<file path="config.mk">
export PLATFORM = sky130hd
export DESIGN_NAME = chip_erase_ctrl
export DESIGN_NICKNAME = d
export VERILOG_FILES = /design/src/hw/flash_erase_pkg.sv /design/src/hw/erase_if.sv /design/src/hw/erase_sequencer.sv /design/src/hw/chip_erase_ctrl.sv
export SDC_FILE = /design/constraint.sdc
export NUM_CORES = 1
export LEC_CHECK = 0
export BUFFER_PORTS_ARGS = -buffer_cell sky130_fd_sc_hd__buf_2
export CAP_MARGIN = 20
export CORE_MARGIN = 2
export CORE_UTILIZATION = 40
export DETAILED_ROUTE_END_ITERATION = 8
export GPL_TIMING_DRIVEN = 0
export SYNTH_ARGS = -nofsm -noshare
export SYNTH_HDL_FRONTEND = slang
export SYNTH_SLANG_ARGS = --single-unit
export TNS_END_PERCENT = 100
</file>
<file path="constraint.sdc">
create_clock -name clk_i -period 4.7 [get_ports clk_i]
set_input_delay 0.47 -clock clk_i [delete_from_list [all_inputs] [get_ports clk_i]]
set_output_delay 0.47 -clock clk_i [all_outputs]
set_load 0.1 [all_outputs]
</file>
<file path="src/hw/flash_erase_pkg.sv">
// Purpose: Shared constants and types for the whole-array erase control block.
// Assumes: Block clock of 10 MHz; four sectors; lock level given by two pins.
// Notes: Instruction codes and status layout are held here once.
package flash_erase_pkg;

   ////////////////////////////////////////////////////////////////////////////
   // Instruction codes.
   localparam logic [7:0] OP_WRITE_ENABLE = 8'h06;
   localparam logic [7:0] OP_WRITE_DISABLE = 8'h04;
   localparam logic [7:0] OP_STATUS_READ = 8'h05;
   localparam logic [7:0] OP_CHIP_ERASE = 8'h62;

   ////////////////////////////////////////////////////////////////////////////
   // Timing: the erase time is given in milliseconds and converted to cycles.
   localparam int CLK_FREQ_HZ = 10_000_000;
   localparam int ERASE_TIME_MS = 3500;
   localparam int ERASE_CYCLES = ERASE_TIME_MS * (CLK_FREQ_HZ / 1000);
   localparam int TIMER_W = 26;

   ////////////////////////////////////////////////////////////////////////////
   // Status byte field positions and reset values.
   localparam int STAT_BUSY_BIT = 0;
   localparam int STAT_WEN_BIT = 1;
   localparam int STAT_LOCK_LO_BIT = 2;
   localparam int STAT_LOCK_HI_BIT = 3;
   localparam int NUM_SECTORS = 4;
   localparam logic WEN_RESET = 1'b0;
   localparam logic SO_RESET = 1'b0;
   localparam logic [4:0] SYNC_RESET = 5'h10;
   localparam logic [2:0] BIT_CNT_RESET = 3'h0;

   ////////////////////////////////////////////////////////////////////////////
   // State encodings.
   typedef enum logic [1:0] {
      SEQ_IDLE = 2'b01,
      SEQ_ERASE = 2'b10
   } seq_state_t;

   typedef enum logic [4:0] {
      FR_IDLE = 5'b00001,
      FR_OPCODE = 5'b00010,
      FR_HELD = 5'b00100,
      FR_STATUS = 5'b01000,
      FR_SKIP = 5'b10000
   } frame_state_t;

   // Sectors locked out by a protection level; sector 3 is the top bit.
   function automatic logic [NUM_SECTORS-1:0] lock_mask(input logic [1:0] level);
      logic [NUM_SECTORS-1:0] m;
      m = 4'h0;
      unique case (level)
         2'h0: m = 4'h0;
         2'h1: m = 4'h8;
         2'h2: m = 4'hC;
         2'h3: m = 4'hF;
      endcase
      return m;
   endfunction : lock_mask

endpackage : flash_erase_pkg

</file>
<file path="src/hw/erase_if.sv">
// Purpose: Carries the erase request and progress between control and sequencer.
// Assumes: Both ends share one clock.
// Notes: Start is a one-cycle pulse; done is a one-cycle pulse.
`timescale 1ns/100ps
interface erase_if;
   import flash_erase_pkg::*;
   logic start;
   logic [NUM_SECTORS-1:0] mask;
   logic busy;
   logic done;
   logic [NUM_SECTORS-1:0] sectors;

   modport ctl (output start, output mask, input busy, input done, input sectors);
   modport seq (input start, input mask, output busy, output done, output sectors);
endinterface : erase_if

</file>
<file path="src/hw/erase_sequencer.sv">
// Purpose: Self-timed whole-array erase cycle with a sector select output.
// Assumes: Start only arrives while idle.
// Notes: The cycle length is a parameter so a simulation can shorten it.
`timescale 1ns/100ps
module erase_sequencer #(
   parameter int unsigned CYCLES = flash_erase_pkg::ERASE_CYCLES
) (
   input wire logic clk_i,
   input wire logic srst_i,
   erase_if.seq ers
);
   import flash_erase_pkg::*;

   localparam logic [TIMER_W-1:0] LAST = TIMER_W'(CYCLES - 1);

   seq_state_t state_ff, nxt_state;
   logic [TIMER_W-1:0] cnt_ff, nxt_cnt;
   logic [NUM_SECTORS-1:0] sect_ff, nxt_sect;
   logic busy_ff, nxt_busy;
   logic done_ff, nxt_done;

   ////////////////////////////////////////////////////////////////////////////
   // The cycle runs on its own counter and needs nothing from the host.
   always_comb begin
      nxt_state = state_ff;
      nxt_cnt = cnt_ff;
      nxt_sect = sect_ff;
      nxt_done = 1'b0;
      unique case (state_ff)
         SEQ_IDLE: begin
            if (ers.start) begin
               nxt_state = SEQ_ERASE;
               nxt_cnt = '0;
               nxt_sect = ers.mask;
            end
         end
         SEQ_ERASE: begin
            if (cnt_ff == LAST) begin
               nxt_state = SEQ_IDLE;
               nxt_sect = '0;
               nxt_done = 1'b1;
            end else begin
               nxt_cnt = cnt_ff + 1'b1;
            end
         end
      endcase
      nxt_busy = (nxt_state == SEQ_ERASE);
   end

   // Registers of the sequencer.
   always_ff @(posedge clk_i) begin
      if (srst_i) begin
         state_ff <= SEQ_IDLE;
         cnt_ff <= '0;
         sect_ff <= '0;
         busy_ff <= 1'b0;
         done_ff <= 1'b0;
      end else begin
         state_ff <= nxt_state;
         cnt_ff <= nxt_cnt;
         sect_ff <= nxt_sect;
         busy_ff <= nxt_busy;
         done_ff <= nxt_done;
      end
   end

   assign ers.busy = busy_ff;
   assign ers.done = done_ff;
   assign ers.sectors = sect_ff;

   ////////////////////////////////////////////////////////////////////////////
   // Checks on the erase cycle.
   a_mask_loaded: assert property (@(posedge clk_i) disable iff (srst_i)
      (ers.start && state_ff == SEQ_IDLE) |=> (ers.sectors == $past(ers.mask)) && ers.busy)
      else $error("Sector select does not match the accepted mask.");

   a_sectors_steady: assert property (@(posedge clk_i) disable iff (srst_i)
      (state_ff == SEQ_ERASE && $past(state_ff) == SEQ_ERASE) |-> $stable(sect_ff) && busy_ff)
      else $error("Sector select changed during the erase cycle.");

   a_done_count: assert property (@(posedge clk_i) disable iff (srst_i)
      ers.done |-> ($past(cnt_ff) == LAST) && !ers.busy && $past(busy_ff))
      else $error("Erase cycle ended at the wrong count.");

endmodule : erase_sequencer

</file>
<file path="src/hw/chip_erase_ctrl.sv">
// Purpose: Serial instruction front end that accepts and runs the whole-array erase.
// Assumes: Host uses SPI mode 0 or 3 with a clock far slower than clk_i.
// Notes: Chip select, serial clock, data and lock pins are all synchronised here.
`timescale 1ns/100ps

// Overview of operation
// - Erase all sectors not locked out.
// - Erase only when write enable set.
// - Erase runs alone to completion.
// - Erase stays busy about 3.5 seconds.
// - While busy, only status read answered.
// - Write enable cleared at erase end.
// - Status bit 0 shows busy.
// - Locked sectors never touched.
// - Unenabled erase ignored until deselect.
module chip_erase_ctrl #(
   parameter int unsigned ERASE_CYCLES_P = flash_erase_pkg::ERASE_CYCLES
) (
   input wire logic clk_i,
   input wire logic srst_i,
   input wire logic cs_n_i,
   input wire logic sck_i,
   input wire logic si_i,
   input wire logic lock_level_bit_low_i,
   input wire logic lock_level_bit_high_i,
   output logic so_o,
   output logic so_oe_n_o,
   output logic [flash_erase_pkg::NUM_SECTORS-1:0] sector_erase_o,
   output logic busy_o,
   output logic write_enable_o
);
   import flash_erase_pkg::*;

   erase_if ers ();

   logic [4:0] s1_ff;
   logic [4:0] s2_ff;
   logic [4:0] s3_ff;
   logic cs_n_s;
   logic cs_rise;
   logic sck_rise;
   logic sck_fall;
   logic si_s;
   logic [1:0] level_s;
   logic [7:0] status;
   logic [7:0] in_byte;

   frame_state_t frame_ff, nxt_frame;
   logic [2:0] bit_cnt_ff, nxt_bit_cnt;
   logic [7:0] shift_ff, nxt_shift;
   logic [7:0] opcode_ff, nxt_opcode;
   logic [2:0] out_idx_ff, nxt_out_idx;
   logic so_ff, nxt_so;
   logic so_oe_n_ff, nxt_so_oe_n;
   logic wen_ff, nxt_wen;
   logic start_ff, nxt_start;
   logic [NUM_SECTORS-1:0] mask_ff, nxt_mask;

   ////////////////////////////////////////////////////////////////////////////
   // Pin synchronisers; the third stage only serves edge detection.
   always_ff @(posedge clk_i) begin
      if (srst_i) begin
         s1_ff <= SYNC_RESET;
         s2_ff <= SYNC_RESET;
         s3_ff <= SYNC_RESET;
      end else begin
         s1_ff <= {cs_n_i, sck_i, si_i, lock_level_bit_high_i, lock_level_bit_low_i};
         s2_ff <= s1_ff;
         s3_ff <= s2_ff;
      end
   end

   // Edge detection on the synchronised serial clock and select.
   assign cs_n_s = s2_ff[4];
   assign cs_rise = s2_ff[4] & ~s3_ff[4];
   assign sck_rise = ~cs_n_s & s2_ff[3] & ~s3_ff[3];
   assign sck_fall = ~cs_n_s & ~s2_ff[3] & s3_ff[3];
   assign si_s = s2_ff[2];
   assign level_s = s2_ff[1:0];
   assign in_byte = {shift_ff[6:0], si_s};

   // Status byte: busy, write enable and the lock level.
   always_comb begin
      status = 8'h00;
      status[STAT_BUSY_BIT] = ers.busy;
      status[STAT_WEN_BIT] = wen_ff;
      status[STAT_LOCK_LO_BIT] = level_s[0];
      status[STAT_LOCK_HI_BIT] = level_s[1];
   end

   ////////////////////////////////////////////////////////////////////////////
   // Frame decode, instruction execution and write enable state.
   always_comb begin
      nxt_frame = frame_ff;
      nxt_bit_cnt = bit_cnt_ff;
      nxt_shift = shift_ff;
      nxt_opcode = opcode_ff;
      nxt_out_idx = out_idx_ff;
      nxt_so = so_ff;
      nxt_so_oe_n = so_oe_n_ff;
      nxt_wen = wen_ff;
      nxt_start = 1'b0;
      nxt_mask = mask_ff;
      if (cs_n_s) begin
         nxt_frame = FR_IDLE;
         nxt_bit_cnt = BIT_CNT_RESET;
         nxt_so_oe_n = 1'b1;
         // Only a whole opcode byte with no trailing bits is executed. The cycle in which the erase
         // ends still counts as busy, so the old write enable cannot start a second erase.
         if (cs_rise && frame_ff == FR_HELD && !ers.busy && !ers.done) begin
            unique case (opcode_ff)
               OP_WRITE_ENABLE: nxt_wen = 1'b1;
               OP_WRITE_DISABLE: nxt_wen = 1'b0;
               OP_CHIP_ERASE: begin
                  if (wen_ff) begin
                     nxt_start = 1'b1;
                     nxt_mask = ~lock_mask(level_s);
                  end
               end
               default: ;
            endcase
         end
      end else begin
         unique case (frame_ff)
            FR_IDLE: begin
               nxt_frame = FR_OPCODE;
               nxt_bit_cnt = BIT_CNT_RESET;
            end
            FR_OPCODE: begin
               if (sck_rise) begin
                  nxt_shift = in_byte;
                  nxt_bit_cnt = bit_cnt_ff + 1'b1;
                  if (bit_cnt_ff == 3'h7) begin
                     nxt_opcode = in_byte;
                     nxt_out_idx = 3'h0;
                     // Status read stays answered even while erasing.
                     nxt_frame = (in_byte == OP_STATUS_READ) ? FR_STATUS : FR_HELD;
                  end
               end
            end
            FR_HELD: begin
               if (sck_rise) begin
                  nxt_frame = FR_SKIP;
               end
            end
            FR_STATUS: begin
               // Most significant bit first, repeated for as long as the host clocks.
               if (sck_fall) begin
                  nxt_so = status[~out_idx_ff];
                  nxt_so_oe_n = 1'b0;
                  nxt_out_idx = out_idx_ff + 1'b1;
               end
            end
            FR_SKIP: ;
         endcase
      end
      // The end of the erase drops write enable; instructions are refused in that cycle as well.
      if (ers.done) begin
         nxt_wen = 1'b0;
      end
   end

   // Registers of the frame decoder.
   always_ff @(posedge clk_i) begin
      if (srst_i) begin
         frame_ff <= FR_IDLE;
         bit_cnt_ff <= BIT_CNT_RESET;
         shift_ff <= 8'h00;
         opcode_ff <= 8'h00;
         out_idx_ff <= 3'h0;
         so_ff <= SO_RESET;
         so_oe_n_ff <= 1'b1;
         wen_ff <= WEN_RESET;
         start_ff <= 1'b0;
         mask_ff <= '0;
      end else begin
         frame_ff <= nxt_frame;
         bit_cnt_ff <= nxt_bit_cnt;
         shift_ff <= nxt_shift;
         opcode_ff <= nxt_opcode;
         out_idx_ff <= nxt_out_idx;
         so_ff <= nxt_so;
         so_oe_n_ff <= nxt_so_oe_n;
         wen_ff <= nxt_wen;
         start_ff <= nxt_start;
         mask_ff <= nxt_mask;
      end
   end

   ////////////////////////////////////////////////////////////////////////////
   // Erase sequencer and outputs.
   assign ers.start = start_ff;
   assign ers.mask = mask_ff;

   erase_sequencer #(
      .CYCLES(ERASE_CYCLES_P)
   ) u_seq (
      .clk_i(clk_i),
      .srst_i(srst_i),
      .ers(ers)
   );

   assign so_o = so_ff;
   assign so_oe_n_o = so_oe_n_ff;
   assign sector_erase_o = ers.sectors;
   assign busy_o = ers.busy;
   assign write_enable_o = wen_ff;

   ////////////////////////////////////////////////////////////////////////////
   // Checks on instruction acceptance.
   a_start_needs_wen: assert property (@(posedge clk_i) disable iff (srst_i)
      start_ff |-> wen_ff && !ers.busy && $past(opcode_ff) == OP_CHIP_ERASE)
      else $error("Erase started without write enable.");

   a_start_on_deselect: assert property (@(posedge clk_i) disable iff (srst_i)
      start_ff |-> $past(cs_rise) && $past(frame_ff) == FR_HELD)
      else $error("Erase started without a clean deselect.");

   a_busy_ignores: assert property (@(posedge clk_i) disable iff (srst_i)
      (ers.busy && cs_rise && !ers.done) |=> !start_ff && (wen_ff == $past(wen_ff)))
      else $error("Instruction acted on while erasing.");

   a_wen_clear_end: assert property (@(posedge clk_i) disable iff (srst_i)
      $fell(ers.busy) |=> !wen_ff [*2])
      else $error("Write enable kept after the erase.");

   a_status_busy_bit: assert property (@(posedge clk_i) disable iff (srst_i)
      (frame_ff == FR_STATUS && !cs_n_s && sck_fall && out_idx_ff == 3'h7) |=>
      (so_ff == $past(ers.busy)) && !so_oe_n_ff)
      else $error("Status bit 0 does not show busy.");

   a_no_wen_ignored: assert property (@(posedge clk_i) disable iff (srst_i)
      (cs_rise && frame_ff == FR_HELD && opcode_ff == OP_CHIP_ERASE && !wen_ff) |=> !start_ff ##1 !ers.busy)
      else $error("Erase accepted without write enable.");

   a_lock_respected: assert property (@(posedge clk_i) disable iff (srst_i)
      start_ff |-> ((mask_ff & lock_mask($past(level_s))) == '0) && (mask_ff | lock_mask($past(level_s))) == 4'hF)
      else $error("Erase mask covers a locked sector.");

endmodule : chip_erase_ctrl

</file>
* Word-level counts from Yosys, hierarchy flattened
Cells that the tools add are included.
** Word-level totals
- Bits in registers :: 83
- Input bits :: 7
- Output and inout port bits :: 8
- Word-level logic and storage cells :: 114
** Cells by class
- Add/subtract/negate cells :: 3
- Order comparisons :: 1
- Eq/ne operators :: 23
- Muxes and demuxes :: 30
- Bitwise logic cells :: 14
- Reduce and logical (&&, ||, !) cells :: 25
** Operators by type and width (number)
- 26-bit two-way mux :: 2
- 26-bit case mux with 2 select lines :: 1
- 4-bit two-way mux :: 7
- 26-bit by 1-bit adder with 26-bit output, second input constant :: 1
- 26-bit == test, second input constant :: 1
- 8-bit by 3-bit == test with 1-bit output, second input constant :: 3
- 4-bit case mux with 4 select lines :: 1
- 5-bit two-way mux :: 3
- 5-bit case mux with 3 select lines :: 1
- 3-bit two-way mux :: 4
- 2-bit inequality test, second input constant :: 6
- 3-bit case mux with 2 select lines :: 2
- 4-bit AND reduction :: 3
- 3-bit AND reduction :: 3
- 2-bit == test, second input constant :: 4
- 8-bit by 7-bit == test with 1-bit output, second input constant :: 1
- 4-bit case mux with 2 select lines :: 1
- 2-bit AND reduction :: 4
- 1-bit inverter :: 7
- 3-bit by 1-bit adder with 3-bit output, second input constant :: 2
- 2-bit nonzero test :: 3
- 2-bit OR reduction :: 3
- 1-bit bitwise AND :: 5
- 5-bit by 1-bit == test with 1-bit output, second input constant :: 1
- 20 further kinds :: 27

* Depth between registers and ports, before layout
Gate-level depths: netlist of run 1.
- Depth after elaboration :: 8
- Gate-level depth with buffers :: 7
- Mapped depth without buffers :: 6

* Cells and area by module
Synthesis of run 1 repeated with hierarchy kept, for this count alone.
** Unflattened totals
- Cell total of the unflattened synthesis :: 401
- Area, all modules :: 3636.0 µm²
** Modules (own cells, without submodules)
- erase_sequencer :: instances 1, cells an instance 219, area an instance 1820.5 µm², sequential area each 680.7 µm²
- chip_erase_ctrl :: instances 1, cells an instance 182, area an instance 1815.5 µm², sequential area each 900.9 µm²

* Worst setup path before layout of run 1
OpenSTA, ideal clock, no wires.
- Kind :: register to register
- Start point :: register u_seq.cnt_ff[0]
- End point :: register u_seq.cnt_ff[13]
- Library setup time :: 0.144 ns
- Data arrival time :: 1.993 ns
- Data required time :: 4.556 ns
- Setup slack :: 2.563 ns
- Stages on the path, launching flop included :: 7
- Buffers on the path :: 0
- Period minus slack after synthesis :: 2.137 ns
- Path through :: dfxtp_1 -> ha_1 -> nand3_1 -> or4_4 -> o31a_1 -> a41oi_1 -> a311oi_1
** On the way
- Word-level cells in the longest chain between the ends :: 3
- Elaborated cells on any way between the ends :: 6
- Classes of those cells :: add/sub: 1; eq/ne: 2; mux: 2; reduce/logical: 1
** Ends and longest elaborated chain
- start, declared :: RTL line erase_sequencer.sv:17 : logic [TIMER_W-1:0] cnt_ff, nxt_cnt;
- start signal, assigned :: RTL line erase_sequencer.sv:60 : cnt_ff <= nxt_cnt;
- 26-bit by 1-bit adder with 26-bit output / 26-bit == test (equally long branches) :: RTL line erase_sequencer.sv:43, erase_sequencer.sv:38
- 26-bit two-way mux / 2-bit inequality test (equally long branches)
- 26-bit case mux with 2 select lines / 2-bit AND reduction (equally long branches)
Several ways; a longest one is shown, not always the timed one. The select of a mux whose other input is x is not followed.
A chain may end at the register's enable or synchronous reset.

* Final worst setup path of run 1
- Start point :: register u_seq.cnt_ff[1]
- End point :: register u_seq.cnt_ff[5]
Same word-level chain as after synthesis.

==> impl_metrics.yaml, run 1 <==
run_status:
  status: "finished clean"
timing:
  finalClockSkew_ns: 0.0104
  min_period_ns: 2.46
  final_hold_viol_count: 0
  relSlewSlack: 0.414
  rsz0062_at_grt: "no"
  worstMarginPinSlew_ns: 0.871
  timing.final.crit_share: 0.523
  setup_viol: 0
  fmax_mhz: 407
  fin_setup_tns_ns: 0
  slew_viol_final: 0
final_layout:
  regArea_mm2: 0.00156
  final_layout_size_suffix_gt1_frac: 0.119
  layout.nets: 435
  area_growth_pct: 12.2
  stdcell_area_mm2: 0.00389
  multiInputGateArea_mm2: 0.00181
  fill_cells: 825
  n_antenna_cell: 0
die:
  die-area_mm2: 0.00943
  start_util: 0.418
  ios: 15
  die-width_um: 97.1
  fp-row-count: 33
  fp.dieH_um: 97.1
  core_mm2: 0.00830
worst_setup_path:
  cp-end-kind: "flop"
  crit_slowest_cell: "or4_4"
  worst_ep_arrival_time_ns: 2.66
  crit_path_end: "u_seq.cnt_ff[5]"
  cp-start-kind: "flop"
  worstPathRequired_ns: 4.90
  r2r_slack_ns: 2.24
  critical-path-top-delay-family: "simple AND/OR/NAND/NOR gates"
  critPathLaunch: "u_seq.cnt_ff[1]"
  crit_buf_inv: 0
  r2r-start: "u_seq.cnt_ff[1]"
  cp.depth: 6
  rr_endpoint: "u_seq.cnt_ff[5]"
  path_cells: "ha_1, nand3_1, or4_4, o31a_1, a41oi_1, a211oi_1"
  reg2regPathDepth: 6
  slowest_delay_ns: 0.65
  crit_type: "flop to flop"
  crit_fanout: 7
clock_tree:
  cts_hold_buf: 0
  cts_tree: "done"
  clock_sinks: 78
  cts_buffer_depth: 2
  cts_made_buffers: 9
  post-cts-setup-buffers: 0
  cts-resized-gates: 0
  clock_latency_ns: 0.35
  ctsHtreeMaxLevel: 3
  root_buffer: "clkbuf_8"
  clk_pin_slew_ns: 0.09
detailed_routing:
  vias: 3003
  drt-met1-wl_um: 3860
  ant_nets: 0
  top_layer_used: "met4"
  wl_met3_um: 337
  drcViolationCount: 0
  wl_per_cell_um: 15.5
  met2_length_um: 3970
  dr.pass1.iters: 4
  first_iter_violations: 126
  wl_um: 8270
  post_drt_via_cell_ratio: 5.62
yosys:
  synth_edf_count: 0
  synthFlopType: "dfxtp_1"
  syn_area_per_cell_um2: 8.69
  yosysSeqAreaShare: 0.450
  syn_nets: 410
  synth_top_area_share: 0.450
  yosysTopAreaCell: "dfxtp_1"
  syn_area_mm2: 0.00347
  yosysWarnings: 0
  synth_cell_types: 60
  ys_async_sr_fraction: 0
  postSynthCellCount: 399
  ys_ff_latch: 78
  ys_top_cells_by_area: "dfxtp_1 (45%), nand2_1 (5.4%), a21oi_1 (5.3%), nand3_1 (3.6%), nor2_1 (3.0%)"
grt:
  grt.overflow.total: 0
  grt_pass1_wl_um: 13400
  grt_max_degree: 15
  grt_usage: 0.176
  grt_pass1_vias: 2782
  antenna_found_initial: 0
min_path:
  min_path_type: "primary input to flop"
placed_design:
  place_congestion: 0.899
  numPortBuffers: 14
  dp_hpwl_um: 5860
  place_area_mm2: 0.00367
power:
  p_per_area_mw_per_mm2: 322
  ir_drop_v: 0.000153
  p_leak_nw: 1.25
  seqPwrFrac: 0.533
  p_sw_mw: 0.277
  power_mw: 1.25
  p_clk_frac: 0.447
  p_int_mw: 0.975
  netSwitchingFraction: 0.221
  comb_power_share: 0.020
flow_run:
  cap_violations: 0
-- cell usage in the layout (no fill, tap or decap), types with 5 or more instances in the layout --
cell      count
clkbuf_1     15
and3_1        6
or4_1         7
buf_2        15
a311oi_1      5
a21oi_1      37
nor3_1        5
or2_2         5
or3_1         8
nand3_1      25
a31oi_1       6
dfxtp_1      78
clkbuf_8      9
nand3b_1      5
a211oi_1      6
nor2_1       28
nand4_1       9
nor4_1        5
nand2_1      50
nor2b_1      12
o21ai_0      14
-- worst min-delay path by stage --
stage | start | end | depth (start not counted)
finish | cs_n_i | s1_ff[4] | 2
global route | cs_n_i | s1_ff[4] | 2
CTS | cs_n_i | s1_ff[4] | 2
detailed placement | s1_ff[4] | s2_ff[4] | 1
global placement | s1_ff[4] | s2_ff[4] | 1
floorplan | s1_ff[4] | s2_ff[4] | 1
-- flip-flops by register name, summed over array words and instances (netlist names), 2 cells and up --
register           flops
opcode_ff              8
bit_cnt_ff             3
shift_ff               7
u_seq.state_ff         2
s2_ff                  5
ers.mask               3
s1_ff                  5
u_seq.cnt_ff          26
u_seq.ers.sectors      3
s3_ff                  2
frame_ff               5
out_idx_ff             3
-- layout make-up --
cell class | count | area share
multi-input cells | 299 | 0.466
flip-flops and latches | 78 | 0.402
well taps | 105 | 0.0338
clock buffers | 9 | 0.0319
clock inverters | 7 | 0.0248
plain buffers | 19 | 0.0216
repair buffers | 14 | 0.0180
inverters | 3 | 0.00290
-- power groups by stage --
stage               clock network (mW)  registers, mW  logic (mW)
detailed placement                   0          0.683      0.0258
finish                           0.560          0.668      0.0252
floorplan                            0          0.682      0.0156
CTS                              0.574          0.668      0.0258
global placement                     0          0.683      0.0256
global route                     0.600          0.668      0.0279
-- cell usage after synthesis (6+ instances only) --
cell / n
a211oi_1: 6
a21oi_1: 37
a31oi_1: 6
and3_1: 6
clkbuf_1: 15
dfxtp_1: 78
nand2_1: 50
nand3_1: 25
nand4_1: 9
nor2_1: 28
nor2b_1: 12
o21ai_0: 14
or3_1: 8
or4_1: 7
-- metrics by stage --
| step | setup slack [ns] | hold slack (ns) | utilization | std cells |
|---|---|---|---|---|
| after floorplan | 2.56 | 0.389 | - | 399 |
| after global placement | 2.30 | 0.394 | 0.442 | 518 |
| after detailed placement | 2.30 | 0.400 | 0.442 | 518 |
| after CTS | 2.27 | 0.289 | 0.469 | 534 |
| after global routing | 2.05 | 0.289 | 0.469 | 534 |
| final | 2.24 | 0.304 | 0.469 | 534 |
-- logic make-up after synthesis --
logic type | count (synthesis) | synth area share
simple gates | 195 | 0.315
compound gates | 94 | 0.173
flops | 78 | 0.450
buf+inv | 22 | 0.0274
mux | 4 | 0.0152
fa+ha+maj | 4 | 0.0144
xor+xnor | 2 | 0.00505
-- layer usage --
| metal | global-route usage | up-vias |
|---|---|---|
| li1 | - | 1527 |
| met1 | 0.218 | 1410 |
| met5 | 0 | - |
| met4 | 0.0509 | 0 |
| met2 | 0.302 | 56 |
| met3 | 0.0475 | 10 |
No activity file was read; power rests on OpenSTA's default activity.
==> inputs of run 2 (changes only) <==
ABC_AREA = 1   (was not set)
clock period = 2.1 ns   (was 4.7 ns; I/O delays follow)
==> run 2 against run 1 <==
Hold slack got worse by 0.26 ns. Worst setup slack got worse by 2.0 ns. Design area increased by 16%. Combinational power increased to 2.9 times the previous value. Sequential power increased by 120%. Synthesized cell count increased by 59%. Global-route usage increased by 1.9 points. Critical path type unchanged. Largest power group unchanged. Highest routed layer unchanged.
==> impl_metrics.yaml, run 2 <==
run_status:
  status: "finished clean"
detailed_routing:
  post_drt_via_cell_ratio: 4.88
  ant_nets: 0
  wl_um: 10300
  vias: 3882
  dr.pass1.iters: 5
  drcViolationCount: 0
  wl_per_cell_um: 12.9
  first_iter_violations: 164
power:
  seqPwrFrac: 0.574
  p_leak_nw: 1.95
  ir_drop_v: 0.000303
  netSwitchingFraction: 0.234
  power_mw: 2.60
  comb_power_share: 0.028
  p_int_mw: 1.99
  p_clk_frac: 0.397
  p_per_area_mw_per_mm2: 576
  p_sw_mw: 0.611
clock_tree:
  ctsHtreeMaxLevel: 3
  cts_made_buffers: 9
  cts_hold_buf: 0
  clock_sinks: 78
  clock_latency_ns: 0.35
  post-cts-setup-buffers: 0
  clk_pin_slew_ns: 0.08
  cts-resized-gates: 0
  cts_buffer_depth: 2
  root_buffer: "clkbuf_8"
  cts_tree: "done"
yosys:
  syn_area_per_cell_um2: 6.48
  ys_ff_latch: 78
  synth.most_common_cell: "nand2_1"
  synthFlopType: "dfxtp_1"
  yosysSeqAreaShare: 0.380
  ys_top_cells_by_area: "dfxtp_1 (38%), nand2_1 (12%), nor2_1 (9.7%), nand3_1 (9.3%), inv_1 (8.9%)"
  syn_area_mm2: 0.00411
  ys_async_sr_fraction: 0
  synth_top_area_share: 0.380
  synth_cell_types: 30
  syn_nets: 645
  yosys-top-cells-count: "nand2_1 (135), nor2_1 (106), inv_1 (97)"
  yosysWarnings: 0
  synth_edf_count: 0
  postSynthCellCount: 634
  yosysTopAreaCell: "dfxtp_1"
grt:
  grt_usage: 0.196
  grt.overflow.total: 0
  grt_pass1_wl_um: 17300
  grt_pass1_vias: 3579
  antenna_found_initial: 0
  grt_max_degree: 13
final_layout:
  utilization: 0.458
  n_antenna_cell: 0
  largest_register_ffs: 26
  area_growth_pct: 9.96
  layout.nets: 670
  final_common_cell: "nand2_1"
  final_layout_size_suffix_gt1_frac: 0.115
  fill_cells: 1072
  final_cell_mix: "nand2_1 (135), nor2_1 (106), inv_1 (97)"
  reg_top3: "u_seq.cnt_ff x26, opcode_ff x8, shift_ff x7"
  top_register: "u_seq.cnt_ff"
worst_setup_path:
  r2r-start: "u_seq.cnt_ff[1]"
  worstPathRequired_ns: 2.40
  rr_endpoint: "u_seq.cnt_ff[17]"
  cp-end-kind: "flop"
  reg2regPathDepth: 9
  crit_fanout: 8
  cp-start-kind: "flop"
  crit_type: "flop to flop"
  r2r_slack_ns: 0.22
  worst_ep_arrival_time_ns: 2.18
timing:
  final_hold_viol_count: 0
  timing.final.crit_share: 0.896
  fmax_mhz: 532
  fin_setup_tns_ns: 0
  setup_viol: 0
  rsz0062_at_grt: "no"
  relSlewSlack: 0.514
  finalClockSkew_ns: 0.0109
  worstMarginPinSlew_ns: 0.729
  min_period_ns: 1.88
  slew_viol_final: 0
placed_design:
  place_congestion: 0.910
  dp_hpwl_um: 7660
  numPortBuffers: 14
min_path:
  hp-start: "cs_n_i"
  min_path_type: "primary input to flop"
  holdPathEnd: "s1_ff[4]"
  whs_path_depth: 2
die:
  die-width_um: 105
  start_util: 0.416
  fp.dieH_um: 105
  die-area_mm2: 0.0111
  core_mm2: 0.00986
  fp-row-count: 36
  ios: 15
flow_run:
  cap_violations: 0
-- run 2: cell count changes after synthesis, sizes merged, moves of 6 or more --
cell    delta
a31oi      -6
nand3     +52
o21ai     +16
nand2     +98
clkbuf    -11
and3       -6
nor2b     -12
buf        +8
inv       +98
or4        -9
or3        -8
nor2      +84
nor4       -7
-- run 2: cell families (layout without fill, tap and decap cells) --
kind of cell | after synthesis | in the layout | synth area share
buf+inv | 117 | 145 | 0.117
simple gates | 360 | 360 | 0.388
flops | 78 | 78 | 0.380
fa+ha+maj | 4 | 4 | 0.0122
xor+xnor | 1 | 1 | 0.00213
compound gates | 74 | 74 | 0.101
-- run 2: cell type report --
type	count	area (um^2)	share of cell area
buffer	16	100	0.0222
clock buffer	11	151	0.0335
clock inverter	3	21.3	0.00471
inverter	101	379	0.0839
multi-input combinational	439	2070	0.458
sequential	78	1560	0.346
tap	133	166	0.0368
timing repair buffer	14	70.1	0.0155
-- run 2: critical path, stage by stage, from the launching register on --
cell     delay [ns]
dfxtp_1        0.37
ha_1           0.26
nand3_1        0.11
nor2_2         0.22
nand3_1        0.10
nor2_1         0.14
nand3_1        0.32
nand3_1        0.21
nand2_1        0.06
inv_1          0.04
-- run 2: worst max-delay path by stage --
stage                     slack [ns]  cells after the start          endpoint             from
after floorplan                 0.32                      6       ers.mask[1]   write_enable_o
after global routing            0.05                      9  u_seq.cnt_ff[17]  u_seq.cnt_ff[0]
after CTS                       0.19                      9  u_seq.cnt_ff[17]  u_seq.cnt_ff[1]
final                           0.22                      9  u_seq.cnt_ff[17]  u_seq.cnt_ff[1]
after global placement          0.21                      9  u_seq.cnt_ff[17]  u_seq.cnt_ff[1]
after detailed placement        0.21                      9  u_seq.cnt_ff[17]  u_seq.cnt_ff[1]
-- run 2: through the flow --
stage / std cells / worst slack, ns / cell area (um^2) / hold WS [ns]
after detailed placement: 781 / 0.206 / 4340 / 0.397
after global placement: 781 / 0.214 / 4340 / 0.392
after floorplan: 634 / 0.320 / 4110 / 0.314
after CTS: 795 / 0.189 / 4520 / 0.0369
final: 795 / 0.219 / 4520 / 0.0452
after global routing: 795 / 0.0547 / 4520 / 0.0465
-- run 2: metal layers --
layer | track usage | vias to the layer above | share of wire
met4 | 0.0705 | 0 | 0.012
met5 | 0 | - | 0
met2 | 0.300 | 79 | 0.44
li1 | - | 2044 | -
met3 | 0.0322 | 11 | 0.048
met1 | 0.277 | 1748 | 0.50
-- run 2: power groups by stage --
| stage | clock network (mW) | registers [mW] | logic (mW) |
|---|---|---|---|
| 6_report | 1.03 | 1.50 | 0.0737 |
| 5_1_grt | 1.11 | 1.50 | 0.0840 |
| 4_1_cts | 1.05 | 1.50 | 0.0746 |
| 3_5_place_dp | 0 | 1.53 | 0.0741 |
| 3_3_place_gp | 0 | 1.53 | 0.0731 |
| 2_1_floorplan | 0 | 1.53 | 0.0503 |
==> inputs of run 3 (changes only) <==
BUFFER_PORTS_ARGS = not set   (was -buffer_cell sky130_fd_sc_hd__buf_2)
DONT_BUFFER_PORTS = 1   (was not set)
GPL_ROUTABILITY_DRIVEN = 1   (was not set)
==> run 3 against run 2 <==
First-iteration DRC count rose by 32%. Design area rose by 1.2%. Worst setup slack got worse by 0.095 ns. Final cell count fell by 0.88%.
==> impl_metrics.yaml, run 3 (synthesis results as in run 2) <==
placed_design:
  placed_cells: 767
  numPortBuffers: 0
  place_congestion: 0.926
  dp_hpwl_um: 7550
  place_area_mm2: 0.00427
final_layout:
  multiInputGateArea_mm2: 0.00207
  stdcell_count: 788
  n_antenna_cell: 0
  top_register: "u_seq.cnt_ff"
  largest_register_ffs: 26
  fill_cells: 1043
  final_layout_size_suffix_gt1_frac: 0.0992
  final_common_cell: "nand2_1"
  final_cell_mix: "nand2_1 (135), nor2_1 (106), inv_1 (97)"
  layout.nets: 661
  area_growth_pct: 11.2
  reg_top3: "u_seq.cnt_ff x26, opcode_ff x8, shift_ff x7"
  regArea_mm2: 0.00156
  stdcell_area_mm2: 0.00457
clock_tree:
  cts_made_buffers: 9
  clock_sinks: 78
  ctsHtreeMaxLevel: 3
  clk_pin_slew_ns: 0.08
  cts_tree: "done"
  root_buffer: "clkbuf_8"
  clock_latency_ns: 0.36
  post-cts-setup-buffers: 0
  cts_buffer_depth: 2
power:
  seqPwrFrac: 0.509
  p_leak_nw: 1.94
  p_int_mw: 2.31
  p_clk_frac: 0.466
  comb_power_share: 0.026
  p_per_area_mw_per_mm2: 643
  p_sw_mw: 0.630
  netSwitchingFraction: 0.214
  ir_drop_v: 0.000486
timing:
  worstMarginPinSlew_ns: 0.989
  setup_viol: 0
  slew_viol_final: 0
  timing.final.crit_share: 0.941
  finalClockSkew_ns: 0.0111
  fmax_mhz: 506
  final_hold_viol_count: 0
  rsz0062_at_grt: "no"
  relSlewSlack: 0.340
  min_period_ns: 1.98
detailed_routing:
  wl_per_cell_um: 13.3
  vias: 3855
  ant_nets: 0
  drcViolationCount: 0
  post_drt_via_cell_ratio: 4.89
  first_iter_violations: 216
  wl_um: 10400
  dr.pass1.iters: 5
die:
  fp-row-count: 36
  die-width_um: 105
  core_mm2: 0.00986
  start_util: 0.416
  fp.dieH_um: 105
  ios: 15
  die-area_mm2: 0.0111
run_status:
  status: "finished clean"
flow_run:
  cap_violations: 0
grt:
  grt_usage: 0.200
  grt.overflow.total: 0
  grt_pass1_vias: 3595
  grt_pass1_wl_um: 17500
  antenna_found_initial: 0
  grt_max_degree: 14
min_path:
  min_path_type: "primary input to flop"
worst_setup_path:
  path_cells: "buf_4"
  crit_type: "flop to output port"
  crit_slowest_cell: "dfxtp_1"
  crit_buf_inv: 1
  slowest_delay_ns: 0.98
  cp-start-kind: "flop"
  critical-path-top-delay-family: "flip-flops"
  worstPathRequired_ns: 1.89
  worst_ep_arrival_time_ns: 1.77
  cp-end-kind: "output port"
  crit_fanout: 3
[run 3: final timing paths]
check | startpoint | endpoint | slack [ns] | depth (start not counted)
max | u_seq.ers.sectors[1] | sector_erase_o[1] | 0.12 | 1
min | srst_i | shift_ff[4] | 0.16 | 3
min reg2reg | s1_ff[3] | s2_ff[3] | 0.41 | 2
max reg2reg | u_seq.state_ff[1] | u_seq.cnt_ff[4] | 0.21 | 8
[run 3: layout make-up]
cell class,instances,area share
multi-input combinational,439,0.453
sequential,78,0.342
inverter,101,0.0830
tap,133,0.0364
clock buffer,11,0.0288
clock inverter,5,0.0233
buffer,16,0.0219
timing repair buffer,5,0.0110
[run 3: repair_timing]
| action | CTS | global route |
|---|---|---|
| gates resized for setup | 1 | 2 |
| endpoints found under the hold margin | 5 | 0 |
| hold buffers | 5 | 0 |
| endpoints found under the setup margin | 4 | 8 |
[run 3: metal layers]
metal  wire (um)  vias to the layer above  GRT usage
met4         154                        0     0.0790
met2        4560                       94      0.308
met3         602                       11     0.0414
li1            -                     2028          -
met5           0                        -          0
met1        5120                     1722      0.273
[run 3: stage by stage]
stage	total power, mW	setup TNS (ns)	setup WS [ns]	hold WS [ns]	util
6_report	2.94	0	0.124	0.164	0.463
5_1_grt	3.03	0	0.0223	0.171	0.463
4_1_cts	2.96	0	0.111	0.148	0.463
3_5_place_dp	1.60	-0.321	-0.165	0.316	0.433
3_3_place_gp	1.60	-0.296	-0.159	0.314	0.433
2_1_floorplan	1.58	0	0.320	0.314	-
[run 3: power groups by stage]
| stage | registers [mW] | clock network (mW) | logic [mW] |
|---|---|---|---|
| after floorplan | 1.53 | 0 | 0.0503 |
| after CTS | 1.49 | 1.39 | 0.0758 |
| after global routing | 1.50 | 1.45 | 0.0859 |
| after detailed placement | 1.53 | 0 | 0.0684 |
| final | 1.49 | 1.37 | 0.0756 |
| after global placement | 1.53 | 0 | 0.0678 |
